===== config.mk =====
export PLATFORM = sky130hd
export DESIGN_NAME = ocd_top
export DESIGN_NICKNAME = d
export VERILOG_FILES = /design/src/shared/ocd_pkg.sv /design/src/ocd_sync.sv /design/src/ocd_frame_rx.sv /design/src/ocd_top.sv
export SDC_FILE = /design/constraint.sdc
export NUM_CORES = 1
export LEC_CHECK = 0
export BUFFER_PORTS_ARGS = -buffer_cell sky130_fd_sc_hd__buf_4
export CORE_ASPECT_RATIO = 1.1
export CORE_MARGIN = 4
export CORE_UTILIZATION = 57
export CTS_CLUSTER_SIZE = 25
export DETAILED_ROUTE_END_ITERATION = 8
export HOLD_SLACK_MARGIN = 0.03
export PLACE_DENSITY = 0.89
export SYNTH_ARGS = -nofsm -noshare
export SYNTH_HDL_FRONTEND = slang
export SYNTH_HIERARCHICAL = 1
export SYNTH_SLANG_ARGS = --single-unit

===== constraint.sdc =====
create_clock -name CLK_SYS_I -period 3.6 [get_ports CLK_SYS_I]
set_input_delay 0.36 -clock CLK_SYS_I [delete_from_list [all_inputs] [get_ports CLK_SYS_I]]
set_output_delay 0.36 -clock CLK_SYS_I [all_outputs]
set_load 0.03 [all_outputs]

===== src/shared/ocd_pkg.sv =====
// Summary of operation
// - Reset clears every channel data register and drives every output code to zero.
// - Outputs stay at zero code until the first valid command executes.
// - Command fields 1101, 1110 and 1111 are power-down commands.
// - Power-down mask bits 7..0 select channels H..A; bits 11..8 are ignored.
// - Termination is high impedance, 100 kOhm or 2.5 kOhm per power-down code.
// - Powered-down channels lose linear circuitry; bias drops only when all eight are down.
// - Power-down leaves channel data registers unchanged.
// - Wake-up changes a data register only if the waking command writes it.
// - After reset the block is in register-only mode until switched.
// - Register-only channel write loads the data register and leaves the output.
// - Update-select with mask 0x00F moves channels A to D to outputs together.
// - Command field 1001 selects write-through mode; low twelve bits ignored.
// - Write-through channel write updates data register and output in one command.
// - Channel-A write loads and outputs channel A in either mode, mode unchanged.
// - Channel-A write also moves every other data register to its output.
// - Field 1000 selects register-only, 1001 write-through; mode persists.
// - Channel write has bit 15 zero and channel index in bits 14..12.
// - Update-select 1010 moves masked channels' data registers to outputs together.
// - Broadcast 1100 writes data to all registers and all outputs at once.
package ocd_pkg;

  localparam int NUM_CH     = 8;
  localparam int DATA_W     = 12;
  localparam int FRAME_BITS = 16;

  // Command field codes in bits 15..12 of the command word.
  localparam logic [3:0] CMD_REG_ONLY   = 4'h8;
  localparam logic [3:0] CMD_WRITE_THRU = 4'h9;
  localparam logic [3:0] CMD_UPD_SEL    = 4'hA;
  localparam logic [3:0] CMD_CHA_WRITE  = 4'hB;
  localparam logic [3:0] CMD_BROADCAST  = 4'hC;
  localparam logic [3:0] CMD_PD_HIZ     = 4'hD;
  localparam logic [3:0] CMD_PD_100K    = 4'hE;
  localparam logic [3:0] CMD_PD_2K5     = 4'hF;

  // Register byte offsets on the bus.
  localparam logic [7:0] REG_CTRL      = 8'h00;
  localparam logic [7:0] REG_CMD       = 8'h04;
  localparam logic [7:0] REG_STATUS    = 8'h08;
  localparam logic [7:0] REG_TERM      = 8'h0C;
  localparam logic [7:0] REG_DATA_BASE = 8'h20;
  localparam logic [7:0] REG_OUT_BASE  = 8'h40;

  // Field positions.
  localparam int CTRL_LINK_EN_BIT = 0;
  localparam int STAT_MODE_BIT    = 0;
  localparam int STAT_BIAS_BIT    = 1;
  localparam int STAT_VALID_BIT   = 2;
  localparam int STAT_PD_LSB      = 8;

  // Reset values.
  localparam logic              CTRL_LINK_EN_RST = 1'b1;
  localparam logic [DATA_W-1:0] DATA_RST         = 12'h000;
  localparam logic [15:0]       CMD_RST          = 16'h0000;
  localparam logic              SYNC_N_RST       = 1'b1;
  localparam logic              SCLK_RST         = 1'b0;

  typedef enum logic [1:0] {
    OCD_TERM_DRIVEN,
    OCD_TERM_HIZ,
    OCD_TERM_100K,
    OCD_TERM_2K5
  } ocd_term_t;

  typedef struct packed {
    logic [3:0]        command_field;
    logic [DATA_W-1:0] data;
  } ocd_cmd_t;

endpackage : ocd_pkg


===== src/ocd_sync.sv =====
module ocd_sync #(
  parameter int           W       = 1,
  parameter logic [W-1:0] RST_VAL = '0
) (
  input  wire logic         clk_i,
  input  wire logic         rst_n_i,
  input  wire logic [W-1:0] async_i,
  output logic      [W-1:0] sync_o
);

  logic [W-1:0] meta_ff;

  // Two stages; only the second stage is seen by any other logic.
  always_ff @(posedge clk_i) begin
    if (!rst_n_i) begin
      meta_ff <= RST_VAL;
      sync_o  <= RST_VAL;
    end else begin
      meta_ff <= async_i;
      sync_o  <= meta_ff;
    end
  end

endmodule : ocd_sync


===== src/ocd_frame_rx.sv =====
module ocd_frame_rx (
  input  wire logic            clk_i,
  input  wire logic            rst_n_i,
  input  wire logic            sclk_i,
  input  wire logic            sync_n_i,
  input  wire logic            din_i,
  output ocd_pkg::ocd_cmd_t    cmd_o,
  output logic                 valid_o
);

  logic       sclk_d_ff;
  logic       sync_d_ff;
  logic       active_ff;
  logic [4:0] cnt_ff;
  logic [15:0] shift_ff;
  logic       nxt_active;
  logic [4:0] nxt_cnt;
  logic [15:0] nxt_shift;
  logic       nxt_valid;
  logic       sclk_fall;
  logic       sync_fall;
  logic       sync_rise;

  // Edges of the already synchronised link signals.
  assign sclk_fall = sclk_d_ff & ~sclk_i;
  assign sync_fall = sync_d_ff & ~sync_n_i;
  assign sync_rise = ~sync_d_ff & sync_n_i;

  // Shift on the falling link clock edge, where the host keeps data stable.
  always_comb begin
    nxt_active = active_ff;
    nxt_cnt    = cnt_ff;
    nxt_shift  = shift_ff;
    nxt_valid  = 1'b0;
    if (sync_fall) begin
      nxt_active = 1'b1;
      nxt_cnt    = 5'h00;
    end else if (active_ff && !sync_n_i && sclk_fall) begin
      nxt_shift = {shift_ff[14:0], din_i};
      if (cnt_ff != 5'(ocd_pkg::FRAME_BITS + 1)) begin
        nxt_cnt = cnt_ff + 5'h01;
      end
    end else if (sync_rise) begin
      nxt_active = 1'b0;
      // Short or overlong frames are dropped whole.
      nxt_valid  = active_ff && (cnt_ff == 5'(ocd_pkg::FRAME_BITS));
    end
  end

  // State registers.
  always_ff @(posedge clk_i) begin
    if (!rst_n_i) begin
      sclk_d_ff <= ocd_pkg::SCLK_RST;
      sync_d_ff <= ocd_pkg::SYNC_N_RST;
      active_ff <= 1'b0;
      cnt_ff    <= 5'h00;
      shift_ff  <= ocd_pkg::CMD_RST;
      valid_o   <= 1'b0;
    end else begin
      sclk_d_ff <= sclk_i;
      sync_d_ff <= sync_n_i;
      active_ff <= nxt_active;
      cnt_ff    <= nxt_cnt;
      shift_ff  <= nxt_shift;
      valid_o   <= nxt_valid;
    end
  end

  assign cmd_o = ocd_pkg::ocd_cmd_t'(shift_ff);

endmodule : ocd_frame_rx


===== src/ocd_top.sv =====
// The Wishbone slave port and the register offsets were decided locally.
module ocd_top (
  input  wire logic         CLK_SYS_I,
  input  wire logic         RST_N_I,
  input  wire logic         LINK_SCLK_I,
  input  wire logic         LINK_SYNC_N_I,
  input  wire logic         LINK_DIN_I,
  input  wire logic         WB_CYC_I,
  input  wire logic         WB_STB_I,
  input  wire logic         WB_WE_I,
  input  wire logic [7:0]   WB_ADR_I,
  input  wire logic [3:0]   WB_SEL_I,
  input  wire logic [31:0]  WB_DAT_I,
  output logic      [31:0]  WB_DAT_O,
  output logic              WB_ACK_O,
  output wire logic [95:0]  DAC_CODE_O,
  output wire logic [7:0]   CH_PD_O,
  output wire logic [15:0]  CH_TERM_O,
  output logic              BIAS_EN_O,
  output logic              WRITE_THROUGH_MODE_O
);

  localparam int NCH = ocd_pkg::NUM_CH;
  localparam int DW  = ocd_pkg::DATA_W;

  logic              sclk_s;
  logic              sync_n_s;
  logic              din_s;
  ocd_pkg::ocd_cmd_t rx_cmd;
  logic              rx_valid;

  logic              link_en_ff;
  logic              nxt_link_en;
  ocd_pkg::ocd_cmd_t last_cmd_ff;
  ocd_pkg::ocd_cmd_t nxt_last_cmd;
  ocd_pkg::ocd_cmd_t pend_cmd_ff;
  ocd_pkg::ocd_cmd_t nxt_pend_cmd;
  logic              pend_ff;
  logic              nxt_pend;
  logic              valid_seen_ff;
  logic              nxt_valid_seen;
  logic              nxt_mode;
  logic              nxt_bias;

  ocd_pkg::ocd_cmd_t exec_cmd;
  logic              exec_valid;
  logic              rx_take;
  logic              wb_req;
  logic              wb_wr;
  logic              wb_cmd_wr;
  logic              nxt_ack;
  logic [31:0]       nxt_rdata;

  logic [DW-1:0]     data_arr [NCH];
  logic [DW-1:0]     out_arr  [NCH];
  logic [NCH-1:0]    pd_vec;
  logic [NCH-1:0]    nxt_pd_vec;
  logic [2*NCH-1:0]  term_vec;
  logic [NCH-1:0]    ch_hit;

  // One-hot channel select from the channel_index_field. Decoding once,
  // outside the per-channel loop, keeps every channel on the same decoder.
  function automatic logic [NCH-1:0] ch_select(input logic [2:0] idx);
    ch_select = '0;
    ch_select[idx] = 1'b1;
  endfunction : ch_select

  // True when a bus address lies in the 32-byte window of eight channel words
  // that starts at base; the word index then comes from address bits 4..2.
  function automatic logic win_hit(input logic [7:0] adr, input logic [7:0] base);
    win_hit = (adr[7:5] == base[7:5]);
  endfunction : win_hit

  // Link pins come from another clock; each passes two flip-flops first.
  ocd_sync #(
    .W       (3),
    .RST_VAL ({ocd_pkg::SCLK_RST, ocd_pkg::SYNC_N_RST, 1'b0})
  ) u_sync (
    .clk_i   (CLK_SYS_I),
    .rst_n_i (RST_N_I),
    .async_i ({LINK_SCLK_I, LINK_SYNC_N_I, LINK_DIN_I}),
    .sync_o  ({sclk_s, sync_n_s, din_s})
  );

  // The receiver works on the synchronised copies, so bit timing is judged
  // a few system cycles late, but equally late for all three pins.
  ocd_frame_rx u_rx (
    .clk_i    (CLK_SYS_I),
    .rst_n_i  (RST_N_I),
    .sclk_i   (sclk_s),
    .sync_n_i (sync_n_s),
    .din_i    (din_s),
    .cmd_o    (rx_cmd),
    .valid_o  (rx_valid)
  );

  // Bus handshake: ack one cycle after the request, dropped the cycle after.
  // A write lands on the edge where the master sees ack high.
  assign wb_req    = WB_CYC_I & WB_STB_I;
  assign wb_wr     = wb_req & WB_WE_I & WB_ACK_O;
  assign wb_cmd_wr = wb_wr & (WB_ADR_I == ocd_pkg::REG_CMD) & (&WB_SEL_I[1:0]);
  assign nxt_ack   = wb_req & ~WB_ACK_O;

  // Command arbitration. A bus command wins the cycle; a colliding link frame
  // waits one slot. Frames are over a hundred cycles apart, so one slot is enough.
  // A second collision inside that slot would overwrite the parked frame, which
  // the link timing rules out.
  assign rx_take = rx_valid & link_en_ff;
  always_comb begin
    exec_valid   = 1'b0;
    exec_cmd     = pend_cmd_ff;
    nxt_pend     = pend_ff;
    nxt_pend_cmd = pend_cmd_ff;
    if (wb_cmd_wr) begin
      exec_valid = 1'b1;
      exec_cmd   = ocd_pkg::ocd_cmd_t'(WB_DAT_I[15:0]);
      if (rx_take) begin
        nxt_pend     = 1'b1;
        nxt_pend_cmd = rx_cmd;
      end
    end else if (pend_ff) begin
      exec_valid = 1'b1;
      nxt_pend   = rx_take;
      nxt_pend_cmd = rx_cmd;
    end else if (rx_take) begin
      exec_valid = 1'b1;
      exec_cmd   = rx_cmd;
    end
  end

  // Mode register; only fields 1000 and 1001 touch it.
  always_comb begin
    nxt_mode = WRITE_THROUGH_MODE_O;
    if (exec_valid && exec_cmd.command_field == ocd_pkg::CMD_REG_ONLY) begin
      nxt_mode = 1'b0;
    end else if (exec_valid && exec_cmd.command_field == ocd_pkg::CMD_WRITE_THRU) begin
      nxt_mode = 1'b1;
    end
  end

  // Control and bookkeeping registers.
  always_comb begin
    nxt_link_en    = link_en_ff;
    nxt_last_cmd   = last_cmd_ff;
    nxt_valid_seen = valid_seen_ff | exec_valid;
    if (wb_wr && WB_ADR_I == ocd_pkg::REG_CTRL && WB_SEL_I[0]) begin
      nxt_link_en = WB_DAT_I[ocd_pkg::CTRL_LINK_EN_BIT];
    end
    if (exec_valid) begin
      nxt_last_cmd = exec_cmd;
    end
  end

  // Bias stays on unless every channel sits in power-down.
  // It follows the next power-down state so that bias and the channel flags
  // always change on the same edge.
  assign nxt_bias = ~(&nxt_pd_vec);

  // Channel addressed by a channel write; only meaningful when bit 15 is clear.
  assign ch_hit = ch_select(exec_cmd.command_field[2:0]);

  // Per-channel data register, output latch and power-down state. A channel
  // only changes on an executed command, so outputs cannot drift between
  // frames and the zero code after reset holds until the first command.
  for (genvar gi = 0; gi < NCH; gi++) begin : g_ch
    logic [DW-1:0]     data_ff;
    logic [DW-1:0]     out_ff;
    logic              pd_ff;
    ocd_pkg::ocd_term_t term_ff;
    logic [DW-1:0]     nxt_data;
    logic [DW-1:0]     nxt_out;
    logic              nxt_pd;
    ocd_pkg::ocd_term_t nxt_term;
    logic              upd;
    logic              in_mask;

    assign in_mask = exec_cmd.data[gi];

    always_comb begin
      nxt_data = data_ff;
      nxt_out  = out_ff;
      nxt_pd   = pd_ff;
      nxt_term = term_ff;
      upd      = 1'b0;
      if (exec_valid) begin
        unique case (exec_cmd.command_field)
          ocd_pkg::CMD_REG_ONLY, ocd_pkg::CMD_WRITE_THRU: begin
            upd = 1'b0;
          end
          ocd_pkg::CMD_UPD_SEL: begin
            upd = in_mask;
          end
          ocd_pkg::CMD_CHA_WRITE: begin
            if (gi == 0) begin
              nxt_data = exec_cmd.data;
            end
            upd = 1'b1;
          end
          ocd_pkg::CMD_BROADCAST: begin
            nxt_data = exec_cmd.data;
            upd      = 1'b1;
          end
          ocd_pkg::CMD_PD_HIZ, ocd_pkg::CMD_PD_100K, ocd_pkg::CMD_PD_2K5: begin
            // Data register is left alone in power-down.
            if (in_mask) begin
              nxt_pd = 1'b1;
              if (exec_cmd.command_field == ocd_pkg::CMD_PD_HIZ) begin
                nxt_term = ocd_pkg::OCD_TERM_HIZ;
              end else if (exec_cmd.command_field == ocd_pkg::CMD_PD_100K) begin
                nxt_term = ocd_pkg::OCD_TERM_100K;
              end else begin
                nxt_term = ocd_pkg::OCD_TERM_2K5;
              end
            end
          end
          default: begin
            // Bit 15 clear: channel write addressed by the channel_index_field.
            if (ch_hit[gi]) begin
              nxt_data = exec_cmd.data;
              upd      = WRITE_THROUGH_MODE_O;
            end
          end
        endcase
        // An output update also wakes the channel; a register-only write does not.
        if (upd) begin
          nxt_out  = nxt_data;
          nxt_pd   = 1'b0;
          nxt_term = ocd_pkg::OCD_TERM_DRIVEN;
        end
      end
    end

    // Reset clears data and drives a zero code until a command moves it.
    always_ff @(posedge CLK_SYS_I) begin
      if (!RST_N_I) begin
        data_ff <= ocd_pkg::DATA_RST;
        out_ff  <= ocd_pkg::DATA_RST;
        pd_ff   <= 1'b0;
        term_ff <= ocd_pkg::OCD_TERM_DRIVEN;
      end else begin
        data_ff <= nxt_data;
        out_ff  <= nxt_out;
        pd_ff   <= nxt_pd;
        term_ff <= nxt_term;
      end
    end

    assign data_arr[gi]              = data_ff;
    assign out_arr[gi]               = out_ff;
    assign pd_vec[gi]                = pd_ff;
    assign nxt_pd_vec[gi]            = nxt_pd;
    assign term_vec[2*gi +: 2]       = term_ff;
    assign DAC_CODE_O[DW*gi +: DW]   = out_ff;
  end

  assign CH_PD_O   = pd_vec;
  assign CH_TERM_O = term_vec;

  // Read mux; unmapped addresses read as zero and are still acknowledged.
  // The mux follows the address every cycle; only the ack edge captures it.
  always_comb begin
    nxt_rdata = 32'h0000_0000;
    if (WB_ADR_I == ocd_pkg::REG_CTRL) begin
      nxt_rdata[ocd_pkg::CTRL_LINK_EN_BIT] = link_en_ff;
    end else if (WB_ADR_I == ocd_pkg::REG_CMD) begin
      nxt_rdata[15:0] = last_cmd_ff;
    end else if (WB_ADR_I == ocd_pkg::REG_STATUS) begin
      nxt_rdata[ocd_pkg::STAT_MODE_BIT]  = WRITE_THROUGH_MODE_O;
      nxt_rdata[ocd_pkg::STAT_BIAS_BIT]  = BIAS_EN_O;
      nxt_rdata[ocd_pkg::STAT_VALID_BIT] = valid_seen_ff;
      nxt_rdata[ocd_pkg::STAT_PD_LSB +: NCH] = pd_vec;
    end else if (WB_ADR_I == ocd_pkg::REG_TERM) begin
      nxt_rdata[2*NCH-1:0] = term_vec;
    end else if (win_hit(WB_ADR_I, ocd_pkg::REG_DATA_BASE)) begin
      nxt_rdata[DW-1:0] = data_arr[WB_ADR_I[4:2]];
    end else if (win_hit(WB_ADR_I, ocd_pkg::REG_OUT_BASE)) begin
      nxt_rdata[DW-1:0] = out_arr[WB_ADR_I[4:2]];
    end
  end

  // Shared registers; the read word is captured with ack and held by it.
  // Holding it lets a slow master take the word after ack has gone.
  always_ff @(posedge CLK_SYS_I) begin
    if (!RST_N_I) begin
      WB_ACK_O             <= 1'b0;
      WB_DAT_O             <= 32'h0000_0000;
      link_en_ff           <= ocd_pkg::CTRL_LINK_EN_RST;
      last_cmd_ff          <= ocd_pkg::CMD_RST;
      pend_ff              <= 1'b0;
      pend_cmd_ff          <= ocd_pkg::CMD_RST;
      valid_seen_ff        <= 1'b0;
      WRITE_THROUGH_MODE_O <= 1'b0;
      BIAS_EN_O            <= 1'b1;
    end else begin
      WB_ACK_O             <= nxt_ack;
      WB_DAT_O             <= nxt_ack ? nxt_rdata : WB_DAT_O;
      link_en_ff           <= nxt_link_en;
      last_cmd_ff          <= nxt_last_cmd;
      pend_ff              <= nxt_pend;
      pend_cmd_ff          <= nxt_pend_cmd;
      valid_seen_ff        <= nxt_valid_seen;
      WRITE_THROUGH_MODE_O <= nxt_mode;
      BIAS_EN_O            <= nxt_bias;
    end
  end

endmodule : ocd_top


Word level (Yosys, flattened, before mapping)
Index checks and enable logic that the tools add are counted.
{"block": "totals", "reg_bits": 301, "word_cells": 279, "out_inout_bits": 155, "in_bits": 52}
{"block": "op_classes", "bitwise_logic": 20, "eq_ne": 17, "muxes": 130, "reduce_logical": 57, "n_addsub": 1, "order_cmp": 3}
{"cell": "12-bit case mux with 2 select lines", "n": 8}
{"cell": "12-bit 2-to-1 mux", "n": 15}
{"cell": "16-bit 2-to-1 mux", "n": 6}
{"cell": "12-bit binary-select mux with 3-bit select", "n": 2}
{"cell": "1-bit 2-to-1 mux", "n": 60}
{"cell": "2-bit 2-to-1 mux", "n": 25}
{"cell": "2-bit nonzero test", "n": 18}
{"cell": "4-bit equality test, second input constant", "n": 8}
{"cell": "1-bit case mux with 3 select lines", "n": 8}
{"cell": "2-bit AND reduction", "n": 12}
{"cell": "3-bit AND reduction", "n": 8}
{"cell": "8-bit by 4-bit equality test with 1-bit output, second input constant", "n": 2}
{"cell": "15-bit 2-to-1 mux", "n": 1}
{"cell": "1-bit bitwise AND", "n": 10}
{"cell": "8-bit by 3-bit equality test with 1-bit output, second input constant", "n": 1}
{"cell": "1-bit logical AND", "n": 8}
{"cell": "8-bit zero test", "n": 1}
{"cell": "8-bit 2-to-1 mux", "n": 1}
{"cell": "1-bit NOT", "n": 8}
{"cell": "8-bit AND reduction", "n": 1}
{"cell": "7-bit OR reduction", "n": 1}
{"cell": "2-bit OR reduction", "n": 3}
{"cell": "6-bit OR reduction", "n": 1}
{"cell": "5-bit by 1-bit adder with 5-bit output, second input constant", "n": 1}
{"cell": "other kinds (19)", "n": 19}

Logic depth before layout (Yosys ltp)
{"block": "depth", "ltp_word": 17, "ltp_mapped": 13, "depth_no_buf": 8}

Modules after synthesis
The synthesis kept the hierarchy.
{"module": "ocd_top", "cells_per_inst": 1472, "n_inst": 1, "area_per_inst_um2": 13376.6, "seq_area_each_um2": 5405.2}
{"module": "ocd_frame_rx", "cells_per_inst": 103, "n_inst": 1, "area_per_inst_um2": 1046.0, "seq_area_each_um2": 500.5}
{"module": "ocd_sync", "cells_per_inst": 12, "n_inst": 1, "area_per_inst_um2": 157.7, "seq_area_each_um2": 120.1}

Worst setup path before layout
No wires, ideal clock.
{"block": "synth_timing", "kind": "in2reg", "startpoint": "input port WB_ADR_I[4]", "endpoint": "register g_ch[5].out_ff[10]", "cell_stages": 11, "arrival_time_ns": 2.881, "t_required_ns": 3.467, "setup_slack_ns": 0.586, "path_cell_list": "buf_2 -> nor4_4 -> nand4_4 -> mux2i_1 -> buf_2 -> nand2_1 -> nor2_1 -> buf_2 -> mux2_2 -> o21ai_0 -> a21oi_1"}
{"block": "synth_via", "elab_chain_len": 12, "elab_cells_between_ends": 27}
{"item": "from (decl)", "line": "ocd_top.sv:11", "text": "input wire logic [7:0] WB_ADR_I,"}
{"item": "8-bit by 3-bit equality test with 1-bit output (*)", "line": "ocd_top.sv:101", "text": "assign wb_cmd_wr = wb_wr & (WB_ADR_I == ocd_pkg::REG_CMD) & (&WB_SEL_I[1:0]);"}
{"item": "1-bit bitwise AND (*) (2 in a row)", "line": "ocd_top.sv:101"}
{"item": "16-bit 2-to-1 mux", "line": "ocd_top.sv:114", "text": "if (wb_cmd_wr) begin"}
{"item": "3-bit by 4-bit less-than comparator with 1-bit output (implied by the code) / 3-bit by 1-bit >= comparator with 1-bit output (equally long branches)", "line": "ocd_top.sv:65", "text": "ch_select[idx] = 1'b1;"}
{"item": "1-bit logical AND (implied by the code)", "line": "ocd_top.sv:65"}
{"item": "1-bit 2-to-1 mux (implied by the code)", "line": "ocd_top.sv:65"}
{"item": "1-bit demux with 3-bit select", "line": "ocd_top.sv:65"}
{"item": "1-bit 2-to-1 mux", "line": "ocd_top.sv:218", "text": "if (ch_hit[gi]) begin"}
{"item": "1-bit case mux with 3 select lines", "line": "ocd_top.sv:186", "text": "unique case (exec_cmd.command_field)"}
{"item": "1-bit 2-to-1 mux", "line": "ocd_top.sv:185", "text": "if (exec_valid) begin"}
{"item": "2-bit AND reduction (no line)"}
{"item": "to (signal assigned)", "line": "ocd_top.sv:237", "text": "out_ff <= ocd_pkg::DATA_RST;"}
{"item": "to (signal assigned)", "line": "ocd_top.sv:242", "text": "out_ff <= nxt_out;"}
{"item": "to (decl)", "line": "ocd_top.sv:167", "text": "logic [DW-1:0] out_ff;"}
Every way passes the cells marked *; elsewhere a longest branch is shown, timed or not. The select of a mux whose other input is x is not followed.
A chain may end at the register's enable or synchronous reset.

Worst setup path in the final report
{"block": "layout_timing", "startpoint": "register link_en_ff", "endpoint": "register g_ch[2].data_ff[2]"}
{"block": "layout_via", "elab_chain_len": 10, "elab_cells_between_ends": 23}
{"item": "from (decl)", "line": "ocd_top.sv:32", "text": "logic link_en_ff;"}
{"item": "from (signal assigned)", "line": "ocd_top.sv:287", "text": "link_en_ff <= ocd_pkg::CTRL_LINK_EN_RST;"}
{"item": "from (signal assigned)", "line": "ocd_top.sv:297", "text": "link_en_ff <= nxt_link_en;"}
{"item": "1-bit bitwise AND (*)", "line": "ocd_top.sv:108", "text": "assign rx_take = rx_valid & link_en_ff;"}
{"item": "16-bit 2-to-1 mux", "line": "ocd_top.sv:125", "text": "end else if (rx_take) begin"}
{"item": "16-bit 2-to-1 mux", "line": "ocd_top.sv:121", "text": "end else if (pend_ff) begin"}
{"item": "16-bit 2-to-1 mux", "line": "ocd_top.sv:114"}
{"item": "3-bit by 4-bit less-than comparator with 1-bit output (implied by the code) / 3-bit by 1-bit >= comparator with 1-bit output (equally long branches)", "line": "ocd_top.sv:65"}
{"item": "1-bit logical AND (implied by the code)", "line": "ocd_top.sv:65"}
{"item": "1-bit 2-to-1 mux (implied by the code)", "line": "ocd_top.sv:65"}
{"item": "1-bit demux with 3-bit select", "line": "ocd_top.sv:65"}
{"item": "12-bit 2-to-1 mux", "line": "ocd_top.sv:218"}
{"item": "12-bit case mux with 2 select lines", "line": "ocd_top.sv:186"}
{"item": "to (signal assigned)", "line": "ocd_top.sv:236", "text": "data_ff <= ocd_pkg::DATA_RST;"}
{"item": "to (signal assigned)", "line": "ocd_top.sv:241", "text": "data_ff <= nxt_data;"}
{"item": "to (decl)", "line": "ocd_top.sv:166", "text": "logic [DW-1:0] data_ff;"}
Every way passes the cells marked *; elsewhere a longest branch is shown, timed or not.

==> insert_results.sql <==
INSERT INTO impl_metrics (metric_group, metric, value, unit) VALUES
('floorplan', 'die_height', '176', 'um'),
('place', 'postPlaceCellArea', '0.0163', 'mm^2'),
('layout', 'instances_no_fill', '2093', ''),
('global_route', 'initial_antenna_violation_count', '0', ''),
('global_route', 'grt_start_max_net_pins', '132', ''),
('floorplan', 'initial_standard_cell_utilization_of_the_core', '57.7', '%'),
('routing', 'finalWirelength', '47600', 'um'),
('clock_network', 'insertion_delay', '0.58', 'ns'),
('logic_synthesis', 'area_share_of_the_largest_cell_type_after_synthesis', '41.3', '%'),
('place', 'io_buffers', '172', ''),
('clock_network', 'postCtsSetupRepairBufs', '0', ''),
('worst_setup_path', 'critical_path.max_fanout', '25', ''),
('routing', 'remaining_drc_errors', '0', ''),
('routing', 'first_iter_violations', '1590', ''),
('pwr', 'p_leak', '6.81', 'nW'),
('logic_synthesis', 'synth_top_family_by_area', 'multiplexers', ''),
('logic_synthesis', 'number_of_flops_mapped_to_enable_cells_by_yosys', '0', ''),
('layout', 'nets', '1783', ''),
('clock_network', 'cts_max_path_buffers', '3', ''),
('logic_synthesis', 'synth.lib_cells_used.distinct', '70', ''),
('clock_network', 'clk_root_buffer_cell', 'clkbuf_16', ''),
('logic_synthesis', 'synth_top_area_cell', 'dfxtp_1', ''),
('global_route', 'grt_first_pass_wirelength', '72900', 'um'),
('floorplan', 'io-pin-count', '207', ''),
('routing', 'detailedRoute.firstPassIterationCount', '5', ''),
('routing', 'drt-vias-per-instance', '6.47', ''),
('timing', 'hold_viol', '0', ''),
('layout', 'area_growth_syn_to_layout', '19.3', '%'),
('worst_setup_path', 'setup.worst_path.end_class', 'flip-flop', ''),
('logic_synthesis', 'async_flop_share', '0', '%'),
('logic_synthesis', 'mean_cell_area_of_the_mapped_netlist', '9.19', 'um^2'),
('status', 'run_status', 'finished clean', ''),
('pwr', 'cellPowerDensity', '398', 'mW/mm^2'),
('logic_synthesis', 'yosysWarningCount', '6', ''),
('logic_synthesis', 'synthAdderAreaFrac', '0.429', '%'),
('layout', 'fin_util', '68.9', '%'),
('logic_synthesis', 'synth_xor_area_share', '0.0601', '%'),
('clock_network', 'htree_num_levels', '1', ''),
('global_route', 'remaining_global_route_overflow', '0', ''),
('logic_synthesis', 'synthFlopType', 'dfxtp_1', ''),
('routing', 'route.vias.total', '13500', ''),
('layout', 'insertedDiodeCount', '0', ''),
('job', 'max_cap_violations', '0', ''),
('worst_setup_path', 'arrival', '3.70', 'ns'),
('global_route', 'groute.layer.met3.usage', '7.23', '%'),
('timing', 'max_slew.worst_pin.slew', '1.28', 'ns'),
('place', 'place_hpwl', '31000', 'um'),
('place', 'finalWeightedCongestion', '0.934', ''),
('layout', 'drive_gt1_share', '22.9', '%'),
('timing', 'final_min_period_over_clock_period', '91.3', '%'),
('floorplan', 'placeableCoreArea', '0.0253', 'mm^2'),
('worst_setup_path', 'critical_path.reg2reg.startpoint', 'link_en_ff', ''),
('clock_network', 'cts.reportedPaths.clkPinSlew', '0.06', 'ns'),
('logic_synthesis', 'postSynthCellCount', '1587', ''),
('place', 'dpl.cell_count', '2036', ''),
('logic_synthesis', 'yosysSeqAreaShare', '41.3', '%'),
('routing', 'detail_route.wl_per_cell', '22.7', 'um'),
('clock_network', 'cts-buffers-inserted', '31', ''),
('worst_setup_path', 'path_class', 'reg2reg', ''),
('logic_synthesis', 'yosys-mux-area-fraction', '23.2', '%'),
('timing', 'timing.max_slew.rel_slack', '14.4', '%'),
('pwr', 'report.power.total', '6.93', 'mW'),
('clock_network', 'cts_tree', 'done', ''),
('floorplan', 'die-width', '160', 'um'),
('timing', 'tns', '0', 'ns'),
('min_path', 'hold_start', 'RST_N_I', ''),
('logic_synthesis', 'area_fraction_in_compound_gates_after_synthesis', '14.9', '%'),
('timing', 'unrepaired_setup_endpoints_after_global_routing', 'no', ''),
('logic_synthesis', 'ys_top_cells_by_area', 'dfxtp_1 41%, mux2i_1 13%, mux4_2 7.4%, nand2_1 5.5%, a21oi_1 5.0%', ''),
('logic_synthesis', 'syn_area', '0.0146', 'mm^2'),
('floorplan', 'total_number_of_placement_rows', '61', '');
==> final timing paths <==
path                            slack (ns)  cells past startpoint                 end
worst max-delay path                  0.31                      9  g_ch[2].data_ff[2]
worst min-delay path                  0.05                      2   u_sync/meta_ff[1]
worst max register to register        0.31                      9  g_ch[2].data_ff[2]
worst min register to register        0.41                      1    u_sync/sync_o[1]
==> repair_timing <==
action,in CTS,in global routing
setup endpoints to repair,0,0
resized for setup,0,0
endpoints found under the hold margin,3,0
hold buffers,3,0
==> critical path: stages (launching register included) <==
cell and delay (ns):
dfxtp_1 0.48, nand3b_1 0.37, mux2_2 0.41, mux2i_2 0.55
nand3_1 0.18, a21oi_2 0.24, buf_12 0.22, nand2_1 0.33
nand2_1 0.22, a21oi_1 0.11
==> state kept, by name, summed over array words and instances, names as in the netlist, 3 cells and up <==
register	count
WB_DAT_O	16
u_rx/cmd_o	16
pend_cmd_ff	16
last_cmd_ff	16
u_sync/sync_o	3
g_ch.out_ff	96
g_ch.term_ff	16
g_ch.pd_ff	8
u_sync/meta_ff	3
g_ch.data_ff	96
u_rx/cnt_ff	5
==> power breakdown <==
group	total (mW)	switching, mW	internal [mW]
logic	0.290	0.192	0.0971
clock network	3.29	1.39	1.91
registers	3.35	0.00677	3.34
total	6.93	1.59	5.35
==> kinds of logic (layout without fill, tap and decap cells) <==
kind of cell               after synthesis  after routing
muxes                                  272            272
DFF                                    301            301
adders and majority gates                5              5
xor gates and xnor gates                 1              1
buffers and inverters                  166            311
and+or+nand+nor                        479            479
other                                    1             16
AOI/OAI and AO/OA                      362            362
==> synth_stat cells (2+ instances only) <==
master and count:
dfxtp_1 301, nand2_1 214, mux2i_1 186, a21oi_1 146, nor2_1 138, o21ai_0 102
clkbuf_1 86, mux4_2 48, nand3_1 42, mux2_2 33, buf_4 29, buf_2 23
and2_1 18, nor2b_1 17, o22ai_1 17, a21boi_0 13, buf_1 13, nor3_1 13
a211oi_1 12, a311oi_1 12, o211a_1 12, o22a_1 12, inv_1 11, nand2b_1 7
nand4_1 7, ha_1 5, o211ai_1 5, a21o_1 4, a22oi_1 4, mux2_4 4
buf_6 3, o21a_1 3, or3_1 3, a21oi_2 2, a31oi_1 2, a31oi_2 2
a41oi_1 2, nand4bb_1 2, nor3b_1 2, o21ai_1 2
==> layer usage <==
metal / vias up / wire (um)
li1: 5898 / -
met1: 6426 / 16700
met2: 979 / 22200
met3: 242 / 5590
met4: 0 / 3100
met5: - / 0
==> cell type report <==
cell class                      instances  area, um^2
Fill cell                            1783        7860
Multi-Input combinational cell       1135        7860
Sequential cell                       301        6030
Timing Repair Buffer                  245        2000
Clock buffer                           43         911
Tap cell                              346         433
Clock inverter                         11         131
Inverter                               12        46.3
==> metrics by stage <==
stage / setup WS [ns] / hold WS [ns]
6_report: 0.313 / 0.0481
5_1_grt: 0.189 / 0.0438
4_1_cts: 0.359 / 0.0360
3_5_place_dp: 0.284 / 0.402
3_3_place_gp: 0.293 / 0.402
2_1_floorplan: 0.586 / 0.386
==> layout by cell type, fill, tap and decap left out, types with 4 or more instances in the layout <==
| master | synthesis | final |
|---|---|---|
| a21boi_0 | 13 | 13 |
| clkbuf_8 | 0 | 9 |
| o22ai_1 | 17 | 17 |
| dfxtp_1 | 301 | 301 |
| o21ai_0 | 102 | 102 |
| a22oi_1 | 4 | 4 |
| nand2b_1 | 7 | 7 |
| buf_12 | 0 | 12 |
| nand2_1 | 214 | 214 |
| a21oi_1 | 146 | 145 |
| o22a_1 | 12 | 12 |
| mux2_2 | 33 | 33 |
| ha_1 | 5 | 5 |
| clkbuf_16 | 0 | 31 |
| conb_1 | 1 | 16 |
| nand4_1 | 7 | 7 |
| mux2i_1 | 186 | 186 |
| nand3_1 | 42 | 42 |
| inv_1 | 11 | 11 |
| mux2_4 | 4 | 4 |
| clkinv_2 | 0 | 6 |
| nor3_1 | 13 | 13 |
| a211oi_1 | 12 | 12 |
| a311oi_1 | 12 | 12 |
| nor2b_1 | 17 | 17 |
| o211a_1 | 12 | 12 |
| o211ai_1 | 5 | 5 |
| mux4_2 | 48 | 48 |
| a21o_1 | 4 | 4 |
| and2_1 | 18 | 18 |
| nor2_1 | 138 | 137 |
| buf_4 | 29 | 230 |
Note: power is estimated with default switching activity, not from simulation.
